===== config.mk =====
export PLATFORM = sky130hd
export DESIGN_NAME = caf_filter
export DESIGN_NICKNAME = d
export VERILOG_FILES = /design/src/core/caf_filter.v /design/src/core/caf_pair_ram.v
export VERILOG_INCLUDE_DIRS = /design/src /design/src/core
export SDC_FILE = /design/constraint.sdc
export NUM_CORES = 1
export LEC_CHECK = 0
export ABC_AREA = 1
export BUFFER_PORTS_ARGS = -buffer_cell sky130_fd_sc_hd__buf_2
export CAP_MARGIN = 10
export CELL_PAD_IN_SITES_DETAIL_PLACEMENT = 0
export CELL_PAD_IN_SITES_GLOBAL_PLACEMENT = 1
export CORE_ASPECT_RATIO = 0.75
export CORE_MARGIN = 1.5
export CORE_UTILIZATION = 50
export DETAILED_ROUTE_END_ITERATION = 6
export PLACE_DENSITY = 0.82
export SYNTH_ARGS = -nofsm -noshare
export SYNTH_HDL_FRONTEND = slang
export SYNTH_SLANG_ARGS = --single-unit

===== constraint.sdc =====
create_clock -name clock -period 11 [get_ports clock]
set_input_delay 2.2 -clock clock [delete_from_list [all_inputs] [get_ports clock]]
set_output_delay 2.2 -clock clock [all_outputs]
set_load 0.02 [all_outputs]

===== src/core/caf_consts.vh =====
`ifndef CAF_CONSTS_VH
`define CAF_CONSTS_VH
// register access encodings on the documented register port
`define CAF_SEL_ENABLE     2'h0
`define CAF_SEL_MASK       2'h1
`define CAF_SEL_MATCH      2'h2
`define CAF_SEL_STATUS     2'h3
// identifier word fields, shared by mask and match
`define CAF_STD_HI         31
`define CAF_STD_LO         21
`define CAF_SUBST_BIT      20
`define CAF_EXT_FLAG_BIT   19
`define CAF_EXT_HI         18
`define CAF_EXT_LO         1
`define CAF_REMOTE_BIT     0
// filter enable register
`define CAF_MAX_FILTERS    4
`define CAF_USE_BITS       4
`define CAF_ENABLE_RESET   4'h0
`define CAF_WORD_ZERO      32'h0000_0000
// status register: busy flag position
`define CAF_BUSY_BIT       0
`endif


===== src/core/caf_filter.v =====
`include "caf_consts.vh"
`default_nettype none
module caf_filter #(
  parameter NUM_FILTERS = 4            // build-time filter count, 0..4
) (
  // clock and reset
  input  wire        clock,
  input  wire        resetn,
  // host register port
  input  wire        reg_wr,
  input  wire        reg_rd,
  input  wire [1:0]  reg_sel,
  input  wire [1:0]  reg_idx,
  input  wire [31:0] reg_wdata,
  output reg  [31:0] reg_rdata,
  output reg         reg_rvalid,
  // receive path
  input  wire        rx_id_valid,
  input  wire [31:0] rx_id_word,
  input  wire        rx_frame_active,
  // decision
  output reg         accept_valid,
  output reg         accept,
  output reg         filter_busy_flag
);
  // states, one-hot; one compare takes two cycles because the ram
  // answers a cycle late, traded against four parallel comparators
  localparam [3:0] ST_IDLE = 4'b0001;  // waiting for an identifier
  localparam [3:0] ST_READ = 4'b0010;  // memory address presented
  localparam [3:0] ST_CMP  = 4'b0100;  // compare one pair
  localparam [3:0] ST_DONE = 4'b1000;  // publish decision

  // use bits mask of built filters; a count above four is taken as
  // four, a count of zero leaves no pairs: the enable register then
  // reads zero and every frame is stored
  localparam [3:0] BUILT = (NUM_FILTERS >= 4) ? 4'hF :
                           (NUM_FILTERS == 3) ? 4'h7 :
                           (NUM_FILTERS == 2) ? 4'h3 :
                           (NUM_FILTERS == 1) ? 4'h1 : 4'h0;

  // sequencer and host read registers
  reg  [3:0]  state_r;              // filter sequencer
  reg  [3:0]  filter_use_bit_r;     // enable register contents
  reg  [31:0] id_r;                 // captured identifier
  reg  [1:0]  idx_r;                // pair under test
  reg         hit_r;                // any pass so far
  reg         drop_r;               // use bit fell mid-frame
  reg         rd_pend_r;            // host read waiting on ram
  reg  [1:0]  rd_sel_r;             // which ram the host read
  reg  [1:0]  rd_idx_r;             // which pair the host read
  reg         ram_host_r;           // ram output holds a host word
  // ram outputs and decode helpers
  wire [31:0] mask_q;               // mask ram output
  wire [31:0] match_q;              // match ram output
  wire        host_ram_wr;          // host write to either ram
  wire [1:0]  ram_rd_idx;           // shared ram read address
  wire        pass_now;             // pair under test passes
  wire [3:0]  active_use;           // built and enabled pairs

  // a use bit only counts when its pair exists in this build
  assign active_use  = filter_use_bit_r & BUILT;
  // host ram writes only when pairs exist; with none built the
  // locations read back zero, so storing would only waste power
  assign host_ram_wr = reg_wr && (BUILT != 4'h0) &&
                       ((reg_sel == `CAF_SEL_MASK) || (reg_sel == `CAF_SEL_MATCH));
  // evaluation needs the read port only while in the read state;
  // every other cycle it serves the host, so a host read is not
  // starved by a long walk over the pairs
  assign ram_rd_idx  = (state_r == ST_READ) ? idx_r :
                       (rd_pend_r ? rd_idx_r : reg_idx);
  // masked compare: both sides masked, equal means pass; the ide bit
  // sits inside the word, so standard/extended selection needs no
  // separate logic
  assign pass_now = ((id_r & mask_q) == (match_q & mask_q));

  // both rams share one write and one read address, so a single
  // index walks mask and match together
  // mask storage
  caf_pair_ram u_mask (
    .clock   (clock),
    .wr_en   (host_ram_wr && (reg_sel == `CAF_SEL_MASK)),
    .wr_idx  (reg_idx),
    .wr_data (reg_wdata),
    .rd_idx  (ram_rd_idx),
    .rd_data (mask_q)
  );

  // match storage
  caf_pair_ram u_match (
    .clock   (clock),
    .wr_en   (host_ram_wr && (reg_sel == `CAF_SEL_MATCH)),
    .wr_idx  (reg_idx),
    .wr_data (reg_wdata),
    .rd_idx  (ram_rd_idx),
    .rd_data (match_q)
  );

  // enable register, only built positions are stored
  // written any cycle; a write clearing a bit mid-frame is also
  // seen by the drop logic of the sequencer
  always @(posedge clock)
  begin
    if (!resetn)
    begin
      // use bits clear on reset, the pair rams keep their words
      filter_use_bit_r <= `CAF_ENABLE_RESET;
    end
    else if (reg_wr && (reg_sel == `CAF_SEL_ENABLE))
    begin
      // reserved bits are not stored and read back zero
      filter_use_bit_r <= reg_wdata[`CAF_USE_BITS-1:0] & BUILT;
    end
  end

  // filter sequencer: walks all four pairs, one per two cycles
  // every pair is visited even when disabled, so a decision always
  // lands a fixed time after the identifier is taken whenever a pair is enabled
  always @(posedge clock)
  begin
    if (!resetn)
    begin
      // outputs start low; pair contents are left alone
      state_r          <= ST_IDLE;
      id_r             <= `CAF_WORD_ZERO;
      idx_r            <= 2'h0;
      hit_r            <= 1'b0;
      drop_r           <= 1'b0;
      accept_valid     <= 1'b0;
      accept           <= 1'b0;
      filter_busy_flag <= 1'b0;
    end
    else
    begin
      // decision strobe defaults low, raised only in the done state
      accept_valid <= 1'b0;
      case (state_r)
        ST_IDLE:
        begin
          // identifiers are taken only here; pulses during a walk are lost
          if (rx_id_valid)
          begin
            // the word is kept whole: ide and srr take part in the compare
            id_r  <= rx_id_word;
            hit_r <= 1'b0;
            idx_r <= 2'h0;
            if (active_use == 4'h0)
            begin
              // nothing enabled: skip the walk and store the frame
              state_r <= ST_DONE;
              hit_r   <= 1'b1;
            end
            else
            begin
              state_r          <= ST_READ;
              filter_busy_flag <= 1'b1;
            end
          end
          else
          begin
            // no frame in decision: forget a stale drop request
            drop_r <= 1'b0;
          end
        end
        ST_READ:
        begin
          // ram read started with idx_r, data ready next cycle
          // the compare itself happens in the next state
          state_r <= ST_CMP;
        end
        ST_CMP:
        begin
          // disabled pairs are walked too, their result is ignored
          // any passing enabled pair is enough to store the frame
          if (active_use[idx_r] && pass_now)
          begin
            hit_r <= 1'b1;
          end
          // last pair done: the ram is free for host writes again
          if (idx_r == 2'h3)
          begin
            state_r          <= ST_DONE;
            filter_busy_flag <= 1'b0;
          end
          else
          begin
            // on to the next pair
            idx_r   <= idx_r + 2'h1;
            state_r <= ST_READ;
          end
        end
        ST_DONE:
        begin
          // decision out well inside a frame time
          // accept holds until the next decision; a drop refuses the frame
          accept_valid <= 1'b1;
          accept       <= hit_r && !drop_r;
          drop_r       <= 1'b0;
          state_r      <= ST_IDLE;
        end
        default:
        begin
          // unreachable code: recover to idle, never stay busy
          state_r          <= ST_IDLE;
          filter_busy_flag <= 1'b0;
        end
      endcase
      // a use bit falling during a frame flags it for dropping; placed
      // after the state logic so that the set wins over the clears in
      // idle and done when both fall in one cycle
      if (rx_frame_active && reg_wr && (reg_sel == `CAF_SEL_ENABLE) &&
          |(filter_use_bit_r & ~(reg_wdata[`CAF_USE_BITS-1:0] & BUILT)))
      begin
        drop_r <= 1'b1;
      end
    end
  end

  // host read path; ram reads take one cycle, shared with evaluation
  // a pending mask/match read completes once the ram output was
  // loaded from the host's address at the previous edge
  always @(posedge clock)
  begin
    if (!resetn)
    begin
      reg_rdata  <= `CAF_WORD_ZERO;
      reg_rvalid <= 1'b0;
      rd_pend_r  <= 1'b0;
      rd_sel_r   <= `CAF_SEL_ENABLE;
      rd_idx_r   <= 2'h0;
      ram_host_r <= 1'b0;
    end
    else
    begin
      reg_rvalid <= 1'b0;
      // the ram serves the host on every edge outside the read state
      ram_host_r <= (state_r != ST_READ);
      if (rd_pend_r && ram_host_r)
      begin
        // ram output now holds the host's word
        rd_pend_r  <= 1'b0;
        reg_rvalid <= 1'b1;
        // with no pairs built the locations read zero
        reg_rdata  <= (BUILT == 4'h0) ? `CAF_WORD_ZERO :
                      (rd_sel_r == `CAF_SEL_MASK) ? mask_q : match_q;
      end
      // a read arriving while one is pending is ignored
      else if (reg_rd && !rd_pend_r)
      begin
        case (reg_sel)
          `CAF_SEL_ENABLE:
          begin
            // reserved and unbuilt bits read zero
            // answered at once from flops, no ram access
            reg_rdata  <= {28'h000_0000, filter_use_bit_r & BUILT};
            reg_rvalid <= 1'b1;
          end
          `CAF_SEL_STATUS:
          begin
            // busy shows a walk in progress; pair writes must wait
            reg_rdata  <= {31'h0000_0000, filter_busy_flag};
            reg_rvalid <= 1'b1;
          end
          default:
          begin
            // mask/match: data follows from the ram; the address is
            // kept so that the host need not hold reg_idx meanwhile
            rd_pend_r <= 1'b1;
            rd_sel_r  <= reg_sel;
            rd_idx_r  <= reg_idx;
          end
        endcase
      end
    end
  end
endmodule
`default_nettype wire


===== src/core/caf_pair_ram.v =====
`include "caf_consts.vh"
`default_nettype none
// simple dual-port storage for the four mask or four match words; no reset on
// purpose, so contents survive system and software reset
module caf_pair_ram (
  // clock
  input  wire        clock,
  // write side
  input  wire        wr_en,
  input  wire [1:0]  wr_idx,
  input  wire [31:0] wr_data,
  // read side, one cycle latency
  input  wire [1:0]  rd_idx,
  output reg  [31:0] rd_data
);
  reg [31:0] mem [0:`CAF_MAX_FILTERS-1];  // four words

  // synchronous write and read, block memory style
  always @(posedge clock)
  begin
    if (wr_en)
    begin
      mem[wr_idx] <= wr_data;
    end
    rd_data <= mem[rd_idx];
  end
endmodule
`default_nettype wire


==> flow_summary_export.csv, run 1 <==
group,metric,value,unit
run_status,status,"finished, final reports clean",
sta,fmax,0.201,GHz
global_route,grt_pass1_vias,9148,
yosys,synth_area,14900,µm²
route,wl_per_cell,19.6,µm
route,first_pass_iters,5,
die,rows,54,
yosys,synth_most_common_cell,"edfxtp_1",
yosys,avgSynthCellArea,11.4,µm²
sta,hold_viol,0,
clock_network,clock_path_buffers,3,
setup_path,critPathCaptureType,"register",
setup_path,crit_arrival,5370,ps
finish,drive_above_1_share,14.5,%
global_route,grtUsageTotal,23.0,%
setup_path,slowest_delay,870,ps
yosys,synth_cell_type_count,32,
placement,place_area,15800,µm²
finish,fin_nets,1484,
sta,slew_headroom,45.4,%
yosys,ys_top_cells_by_count,"edfxtp_1, o21ai_0, nor2_1",
finish,fillers,2417,
die,fp.dieH,153,µm
route,viasPerCell,5.48,
clock_network,cts_root_buffer,"clkbuf_16",
sta,finalSetupViolCount,0,
placement,dp_worst_setup_slack,5560,ps
clock_network,holdBufCountCts,0,
route,wl_met3,3270,µm
die,ioPinCount,110,
setup_path,worstPathCellList,"buf_2 -> inv_1 -> o211ai_2 -> o21ai_4 -> buf_4 -> clkinv_2 -> buf_4 -> o21ai_0 -> o22ai_1",
clock_network,post-cts-setup-buffer-count,0,
yosys,synth_nets,1384,
route,vias,10000,
sta,setup_tns,0,ps
setup_path,cp_common_cell,"buf_4",
flow_run,cap_violations,0,
clock_network,cts_tree,"built",
route,wl,35900,µm
yosys,yosysTopAreaCell,"edfxtp_1",
sta,tightestPinTransition,818,ps
finish,area_growth,14.5,%
setup_path,required,11400,ps
power,p_per_area,198,nW/µm²
setup_path,startpoint_type,"primary input",
route,met1Wirelength,17200,µm
power,power.leakage,6.27,nW
clock_network,clkSinkCount,406,
route,ant_nets,0,
yosys,synth-seq-area-share,71.7,%
clock_network,cts-resized-gates,0,
sta,final-max-slew-violation-count,0,
yosys,synth-seq-cells,406,
die,fp.dieW,202,µm
setup_path,critical_path.top_delay_family,"buffers and inverters",
clock_network,clock_latency,540,ps
yosys,ys_warn_count,0,
sta,fin_crit_sh,45.2,%
die,dieArea,30900,µm²
global_route,grt_max_degree,76,
sta,rsz0062_at_grt,"no",
finish,design_area,17100,µm²
global_route,grt.overflow.total,0,
yosys,synth_cells,1305,
placement,dp_hpwl,21600,µm
yosys,synth_area_leaders,"edfxtp_1, dfxtp_1, o21ai_0",
clock_network,path_clk_slew,60,ps
route,drtIter0Drc,1133,
worst_hold_path,worst_hold_path_type,"reg2reg",
power,ir_worst_vdd,0.104,mV
setup_path,crit_fanout,75,
sta,fin_skew,15.2,ps
yosys,ys_async_sr_fraction,0,%
clock_network,numCtsBuffers,39,
placement,port_buffers,109,
sta,worst_slack,6030,ps
setup_path,crit_buf_inv,5,
yosys,synth_edf_count,256,
placement,place.gp.congestion,0.805,
yosys,synth_flop_cell,"edfxtp_1",
sta,fin_crit,4970,ps
route,dr_wl_met2,14900,µm
yosys,yosys.area.top_type_share,51.5,%
global_route,grt_first_pass_wirelength,54300,µm
clock_network,cts_max_level,2,
route,drc,0,
global_route,antenna_found_initial,4,
setup_path,critPathKind,"in2reg",
die,core_area,29200,µm²
die,initial_core_util,51.1,%
setup_path,critPathSlowestCell,"clkinv_2",
route,highest_layer,"met5",
## through the flow
stage | total power [mW] | std cells | util [%] | hold WS [ps]
floorplan | 1.98 | 1305 | - | 423
global placement | 2.09 | 1756 | 54.2 | 440
detailed placement | 2.11 | 1756 | 54.2 | 438
CTS | 3.40 | 1828 | 58.5 | 449
global route | 3.51 | 1828 | 58.5 | 480
finish | 3.38 | 1831 | 58.5 | 451
## flip-flops by register name, indices dropped and copies added (netlist names), 2 cells and up
register / cells
u_mask.mem: 128
u_match.mem: 128
id_r: 32
reg_rdata: 32
u_mask.rd_data: 32
u_match.rd_data: 32
active_use: 4
state_r: 4
idx_r: 2
rd_idx_r: 2
rd_sel_r: 2
## placed cells by master (no fill, tap or decap), types with 3 or more instances in the layout
cell / netlist / routed
clkinv_2: 0 / 8
nand2_1: 125 / 125
clkbuf_16: 0 / 39
o21ai_0: 166 / 166
o22ai_1: 66 / 66
clkinv_1: 0 / 3
clkbuf_1: 30 / 12
dfxtp_1: 150 / 150
edfxtp_1: 256 / 256
a21oi_1: 107 / 107
ha_1: 5 / 5
nand3_1: 44 / 44
inv_2: 5 / 4
diode_2: 0 / 3
inv_1: 84 / 84
buf_2: 31 / 109
a211oi_1: 3 / 3
nor3_2: 0 / 8
o21ai_1: 40 / 40
nor2_1: 157 / 157
clkbuf_8: 0 / 5
buf_4: 6 / 17
a31oi_1: 3 / 3
## cell families (layout without fill, tap and decap cells)
logic type               Yosys count  in the layout  share of synthesized area (%)
flip-flops                       406            406                           71.7
adder cells (fa/ha/maj)            5              5                          0.419
AND/OR/NAND/NOR                  344            344                           9.47
other                              0              3                              0
buffers and inverters            156            287                           4.34
AO/OA/AOI/OAI                    394            394                           14.1
## layer usage
metal,up-vias,track usage [%]
met4,2,5.01
met3,36,5.20
met1,4768,37.0
met5,-,0
li1,4820,-
met2,405,31.7
## final cells by class
cell class	count	area, µm²	share of cell area [%]
multi-input combinational	743	3630	21.3
clock buffer	56	1090	6.38
timing repair buffer	126	673	3.94
clock inverter	16	163	0.952
inverter	89	335	1.96
tap	392	490	2.87
sequential	406	10700	62.6
antenna	3	7.51	0.0439
## worst paths after layout
| kind | from | to | slack (ps) | depth (start not counted) |
|---|---|---|---|---|
| worst max-delay path | reg_idx[0] | u_mask.rd_data[2] | 6030 | 9 |
| worst min register to register | drop_r | accept | 450 | 1 |
| worst max register to register | state_r[2] | u_mask.rd_data[2] | 7470 | 8 |
| worst min-delay path | drop_r | accept | 450 | 1 |
## report_power, final
part,total [mW],switching (mW),internal (mW)
clock network,1.30,0.556,0.746
logic,0.313,0.216,0.0967
registers,1.77,0.0665,1.70
Note: power is estimated with default switching activity, not from simulation.
==> run 2, diff against run 1 <==
- CORE_UTILIZATION: 50 -> 43
- PLACE_DENSITY: 0.82 -> 0.75
- clock period: 11 -> 4.55 ns (I/O delays scaled with it)
==> flow_summary_export.csv, run 2 (synthesized netlist as in run 1, its figures left out) <==
group,metric,value,unit
route,viasPerCell,5.27,
clock_network,clock_latency,530,ps
die,initial_core_util,44.1,%
setup_path,critPathCapture,"u_match.rd_data[14]",
die,rows,58,
global_route,grt.overflow.total,0,
clock_network,numCtsBuffers,40,
setup_path,critPathCaptureType,"register",
sta,fmax,0.412,GHz
route,wl,36900,µm
sta,worst_slack,2120,ps
placement,place.gp.congestion,0.776,
route,ant_nets,0,
power,ir_worst_vdd,0.235,mV
power,power.leakage,6.31,nW
sta,tightestPinTransition,880,ps
setup_path,crit_fanout,86,
global_route,grt_pass1_vias,8991,
run_status,status,"finished, final reports clean",
global_route,grt_first_pass_wirelength,54800,µm
sta,fin_crit,2430,ps
global_route,grt_max_degree,129,
placement,place_area,15900,µm²
flow_run,cap_violations,0,
setup_path,r2r_slack,2210,ps
setup_path,critPathKind,"in2reg",
clock_network,post-cts-setup-buffer-count,0,
sta,slew_headroom,41.1,%
worst_hold_path,worst_hold_path_type,"reg2reg",
clock_network,clkSinkCount,406,
finish,most-common-layout-cells,"edfxtp_1, o21ai_0, nor2_1, dfxtp_1, nand2_1",
setup_path,timing.rr.start,"state_r[2]",
placement,dp_hpwl,22500,µm
sta,rsz0062_at_grt,"no",
die,dieArea,35800,µm²
clock_network,holdBufCountCts,0,
finish,area_growth,15.6,%
route,drtIter0Drc,995,
setup_path,startpoint_type,"primary input",
clock_network,path_clk_slew,60,ps
setup_path,critPathLaunch,"reg_idx[0]",
die,ioPinCount,110,
global_route,antenna_found_initial,3,
sta,setup_tns,0,ps
route,drc,0,
finish,reg.largest.list,"u_mask.mem: 128 flops, u_match.mem: 128 flops",
route,vias,9958,
finish,fin_nets,1486,
placement,dp_worst_setup_slack,1630,ps
finish,fillers,3020,
clock_network,cts-resized-gates,0,
placement,port_buffers,109,
sta,final-max-slew-violation-count,0,
power,p_per_area,483,nW/µm²
global_route,grtUsageTotal,20.5,%
setup_path,crit_arrival,2840,ps
setup_path,worst-r2r-cell-count,7,
finish,final_common_cell,"edfxtp_1",
die,fp.dieH,164,µm
sta,hold_viol,0,
finish,design_area,17200,µm²
die,core_area,33800,µm²
route,wl_per_cell,19.5,µm
sta,fin_crit_sh,53.3,%
sta,fin_skew,17.7,ps
clock_network,clock_path_buffers,3,
finish,drive_above_1_share,14.3,%
clock_network,cts_max_level,2,
setup_path,required,4960,ps
die,fp.dieW,218,µm
route,first_pass_iters,5,
clock_network,cts_tree,"built",
sta,finalSetupViolCount,0,
setup_path,r2r_end,"u_match.rd_data[14]",
clock_network,cts_root_buffer,"clkbuf_16",
==> run 2: cell types whose count changed in the layout (fill, tap and decap cells not counted), moves of 2 or more <==
cell / delta
clkbuf_8: -4
buf_12: +2
clkinv_1: +7
bufinv_16: +3
clkbuf_16: +2
clkbuf_1: -3
diode_2: -2
inv_16: -2
clkinv_2: -2
==> run 2: through the flow <==
| stage | total power [mW] | instances | util, % | hold slack (ps) |
|---|---|---|---|---|
| after global placement | 5.09 | 1815 | 47.1 | 438 |
| after global routing | 8.64 | 1888 | 51.0 | 481 |
| after floorplan | 4.78 | 1305 | - | 423 |
| final | 8.32 | 1889 | 51.0 | 458 |
| after CTS | 8.38 | 1888 | 51.0 | 457 |
| after detailed placement | 5.11 | 1815 | 47.1 | 444 |
==> run 2: cell type report <==
type / count / area, µm² / area share (%)
flip-flops and latches: 406 / 10700 / 62.0
repair buffers: 127 / 706 / 4.09
clock inverters: 22 / 238 / 1.38
diodes: 1 / 2.50 / 0.0145
well taps: 450 / 563 / 3.27
clock buffers: 51 / 1070 / 6.23
inverters: 89 / 335 / 1.94
multi-input cells: 743 / 3630 / 21.1
==> run 2: report_power, final <==
part	switching [mW]	leakage, nW	internal, mW	total (mW)
registers	0.163	3.55	4.11	4.27
clock network	1.33	0.640	1.96	3.29
logic	0.522	2.12	0.239	0.761
==> run 2: worst min-delay path by stage <==
| stage | from | end | cells past startpoint |
|---|---|---|---|
| after global routing | reg_rdata[23] | reg_rdata[23] | 2 |
| after global placement | drop_r | accept | 1 |
| after detailed placement | drop_r | accept | 1 |
| final | reg_rdata[9] | reg_rdata[9] | 2 |
| after floorplan | drop_r | accept | 1 |
| after CTS | drop_r | accept | 1 |
==> run 2: per-layer routing <==
layer / routed length [µm] / GRT usage, %
met2: 15200 / 29.3
met3: 2990 / 4.39
met1: 18100 / 31.7
met4: 566 / 4.45
met5: 20 / 0
==> run 2: critical path, stage by stage <==
cell      delay (ps)
buf_2            140
inv_1            210
o211ai_2         140
o21ai_4          110
clkinv_2         490
buf_12           410
o21ai_0          250
o22ai_1          100
==> run 3, diff against run 2 <==
- clock period: 4.55 -> 1.96 ns (I/O delays scaled with it)
==> flow_summary_export.csv, run 3 (synthesized netlist as in run 1, its figures left out) <==
group,metric,value,unit
die,fp.dieW,218,µm
sta,finalSetupViolCount,0,
global_route,grtUsageTotal,20.6,%
sta,final-max-slew-violation-count,0,
global_route,antenna_found_initial,0,
setup_path,required,2440,ps
route,ant_nets,0,
setup_path,crit_buf_inv,3,
die,rows,58,
route,wl_per_cell,19.1,µm
die,fp.dieH,164,µm
route,wl,36600,µm
setup_path,crit_arrival,2300,ps
clock_network,clock_latency,530,ps
sta,fmax,0.548,GHz
power,power.leakage,6.55,nW
die,core_area,33800,µm²
global_route,grt_pass1_vias,9461,
clock_network,cts_max_level,2,
setup_path,worstPathCellList,"nor2_4 -> nand3_4 -> o211ai_2 -> o21ai_4 -> inv_2 -> buf_4 -> o21ai_0 -> o22ai_1 -> buf_4",
clock_network,cts_tree,"built",
route,vias,10100,
finish,antenna_cells,0,
clock_network,path_clk_slew,60,ps
route,first_pass_iters,7,
finish,final_common_cell,"edfxtp_1",
setup_path,startpoint_type,"register",
sta,tightestPinTransition,673,ps
setup_path,cp_common_cell,"buf_4",
power,p_per_area,1100,nW/µm²
run_status,failed_checks,"design-rule violations",
setup_path,crit_fanout,10,
placement,place_area,16500,µm²
sta,hold_viol,0,
sta,rsz0062_at_grt,"yes",
die,ioPinCount,110,
die,initial_core_util,44.1,%
setup_path,critical_path.top_delay_family,"buffers and inverters",
finish,area_growth,19.2,%
route,viasPerCell,5.29,
worst_hold_path,worst_hold_path_type,"in2reg",
sta,fin_crit_sh,93.0,%
sta,slew_headroom,54.7,%
die,dieArea,35800,µm²
finish,fillers,2927,
power,ir_worst_vdd,0.502,mV
finish,design_area,17800,µm²
finish,reg.largest.list,"u_mask.mem: 128 flops, u_match.mem: 128 flops",
clock_network,cts_root_buffer,"clkbuf_16",
placement,place.gp.congestion,0.815,
flow_run,cap_violations,0,
finish,most-common-layout-cells,"edfxtp_1, o21ai_0, nor2_1, dfxtp_1, nand2_1",
finish,fin_nets,1519,
route,drc,2,
global_route,grt_first_pass_wirelength,55800,µm
clock_network,holdBufCountCts,0,
global_route,grt_max_degree,76,
clock_network,clock_path_buffers,3,
placement,port_buffers,109,
clock_network,numCtsBuffers,38,
sta,fin_crit,1820,ps
setup_path,critPathKind,"reg2reg",
global_route,grt.overflow.total,0,
placement,dp_hpwl,24200,µm
route,drtIter0Drc,1138,
finish,drive_above_1_share,17.1,%
run_status,status,"finished with violations",
setup_path,critPathCaptureType,"register",
sta,fin_skew,19.3,ps
clock_network,clkSinkCount,406,
sta,hold_slack,149,ps
setup_path,slowest_delay,340,ps
setup_path,critPathSlowestCell,"dfxtp_1",
[run 3: changes by cell type in the layout (fill, tap and decap cells not counted), sizes merged]
cell / before / now
clkinv: 17 / 12
clkinvlp: 0 / 4
inv: 89 / 90
buf: 127 / 162
clkbuf: 51 / 46
bufinv: 5 / 6
diode: 1 / 0
[run 3: final cells by class]
| class | count | area (µm²) | share of cell area, % |
|---|---|---|---|
| clock buffers | 46 | 1010 | 5.69 |
| clock inverters | 23 | 270 | 1.52 |
| inverters | 89 | 357 | 2.01 |
| multi-input cells | 743 | 3710 | 20.9 |
| flip-flops and latches | 406 | 10700 | 60.1 |
| well taps | 450 | 563 | 3.17 |
| repair buffers | 162 | 1170 | 6.60 |
[run 3: what timing repair did]
item / CTS / global route
gates resized for setup: 0 / 2
setup endpoints to repair: 0 / 6
buffers inserted: 0 / 0
[run 3: worst register-to-register path: cells and delay by family, from the launching register on]
| kind | cells | cell delay, ps |
|---|---|---|
| simple gates | 2 | 320 |
| buf+inv | 3 | 620 |
| compound gates | 4 | 510 |
| flops | 1 | 340 |
[run 3: layer usage]
layer | GRT usage (%) | vias up | wire, µm
li1 | - | 4885 | -
met1 | 32.8 | 4840 | 18000
met2 | 28.3 | 382 | 14900
met3 | 4.72 | 35 | 3220
met4 | 4.48 | 0 | 507
met5 | 0 | - | 0
[run 3: per-stage QoR]
stage / utilization, % / power (mW) / setup slack, ps / setup TNS (ps) / std cells
final: 52.6 / 19.5 / 137 / 0 / 1919
after global routing: 52.6 / 20.3 / -17.3 / -27.0 / 1919
after CTS: 52.5 / 19.6 / 106 / 0 / 1919
after detailed placement: 48.8 / 12.1 / 86.2 / 0 / 1850
after global placement: 48.8 / 12.0 / 129 / 0 / 1850
after floorplan: - / 11.1 / -419 / -61850 / 1305
[run 3: report_power, final]
part	internal [mW]	switching (mW)	leakage, nW
registers	9.53	0.376	3.55
logic	0.715	1.28	2.38
clock network	4.49	3.12	0.625
total	14.7	4.78	6.55
[run 3: worst paths after layout]
check	depth (start not counted)	slack, ps	to	start
setup reg to reg	9	140	u_match.rd_data[4]	state_r[2]
setup / recovery	9	140	u_match.rd_data[4]	state_r[2]
hold / removal	1	150	u_mask.mem[3][21]	reg_wdata[21]
hold reg to reg	2	460	reg_rdata[9]	reg_rdata[9]
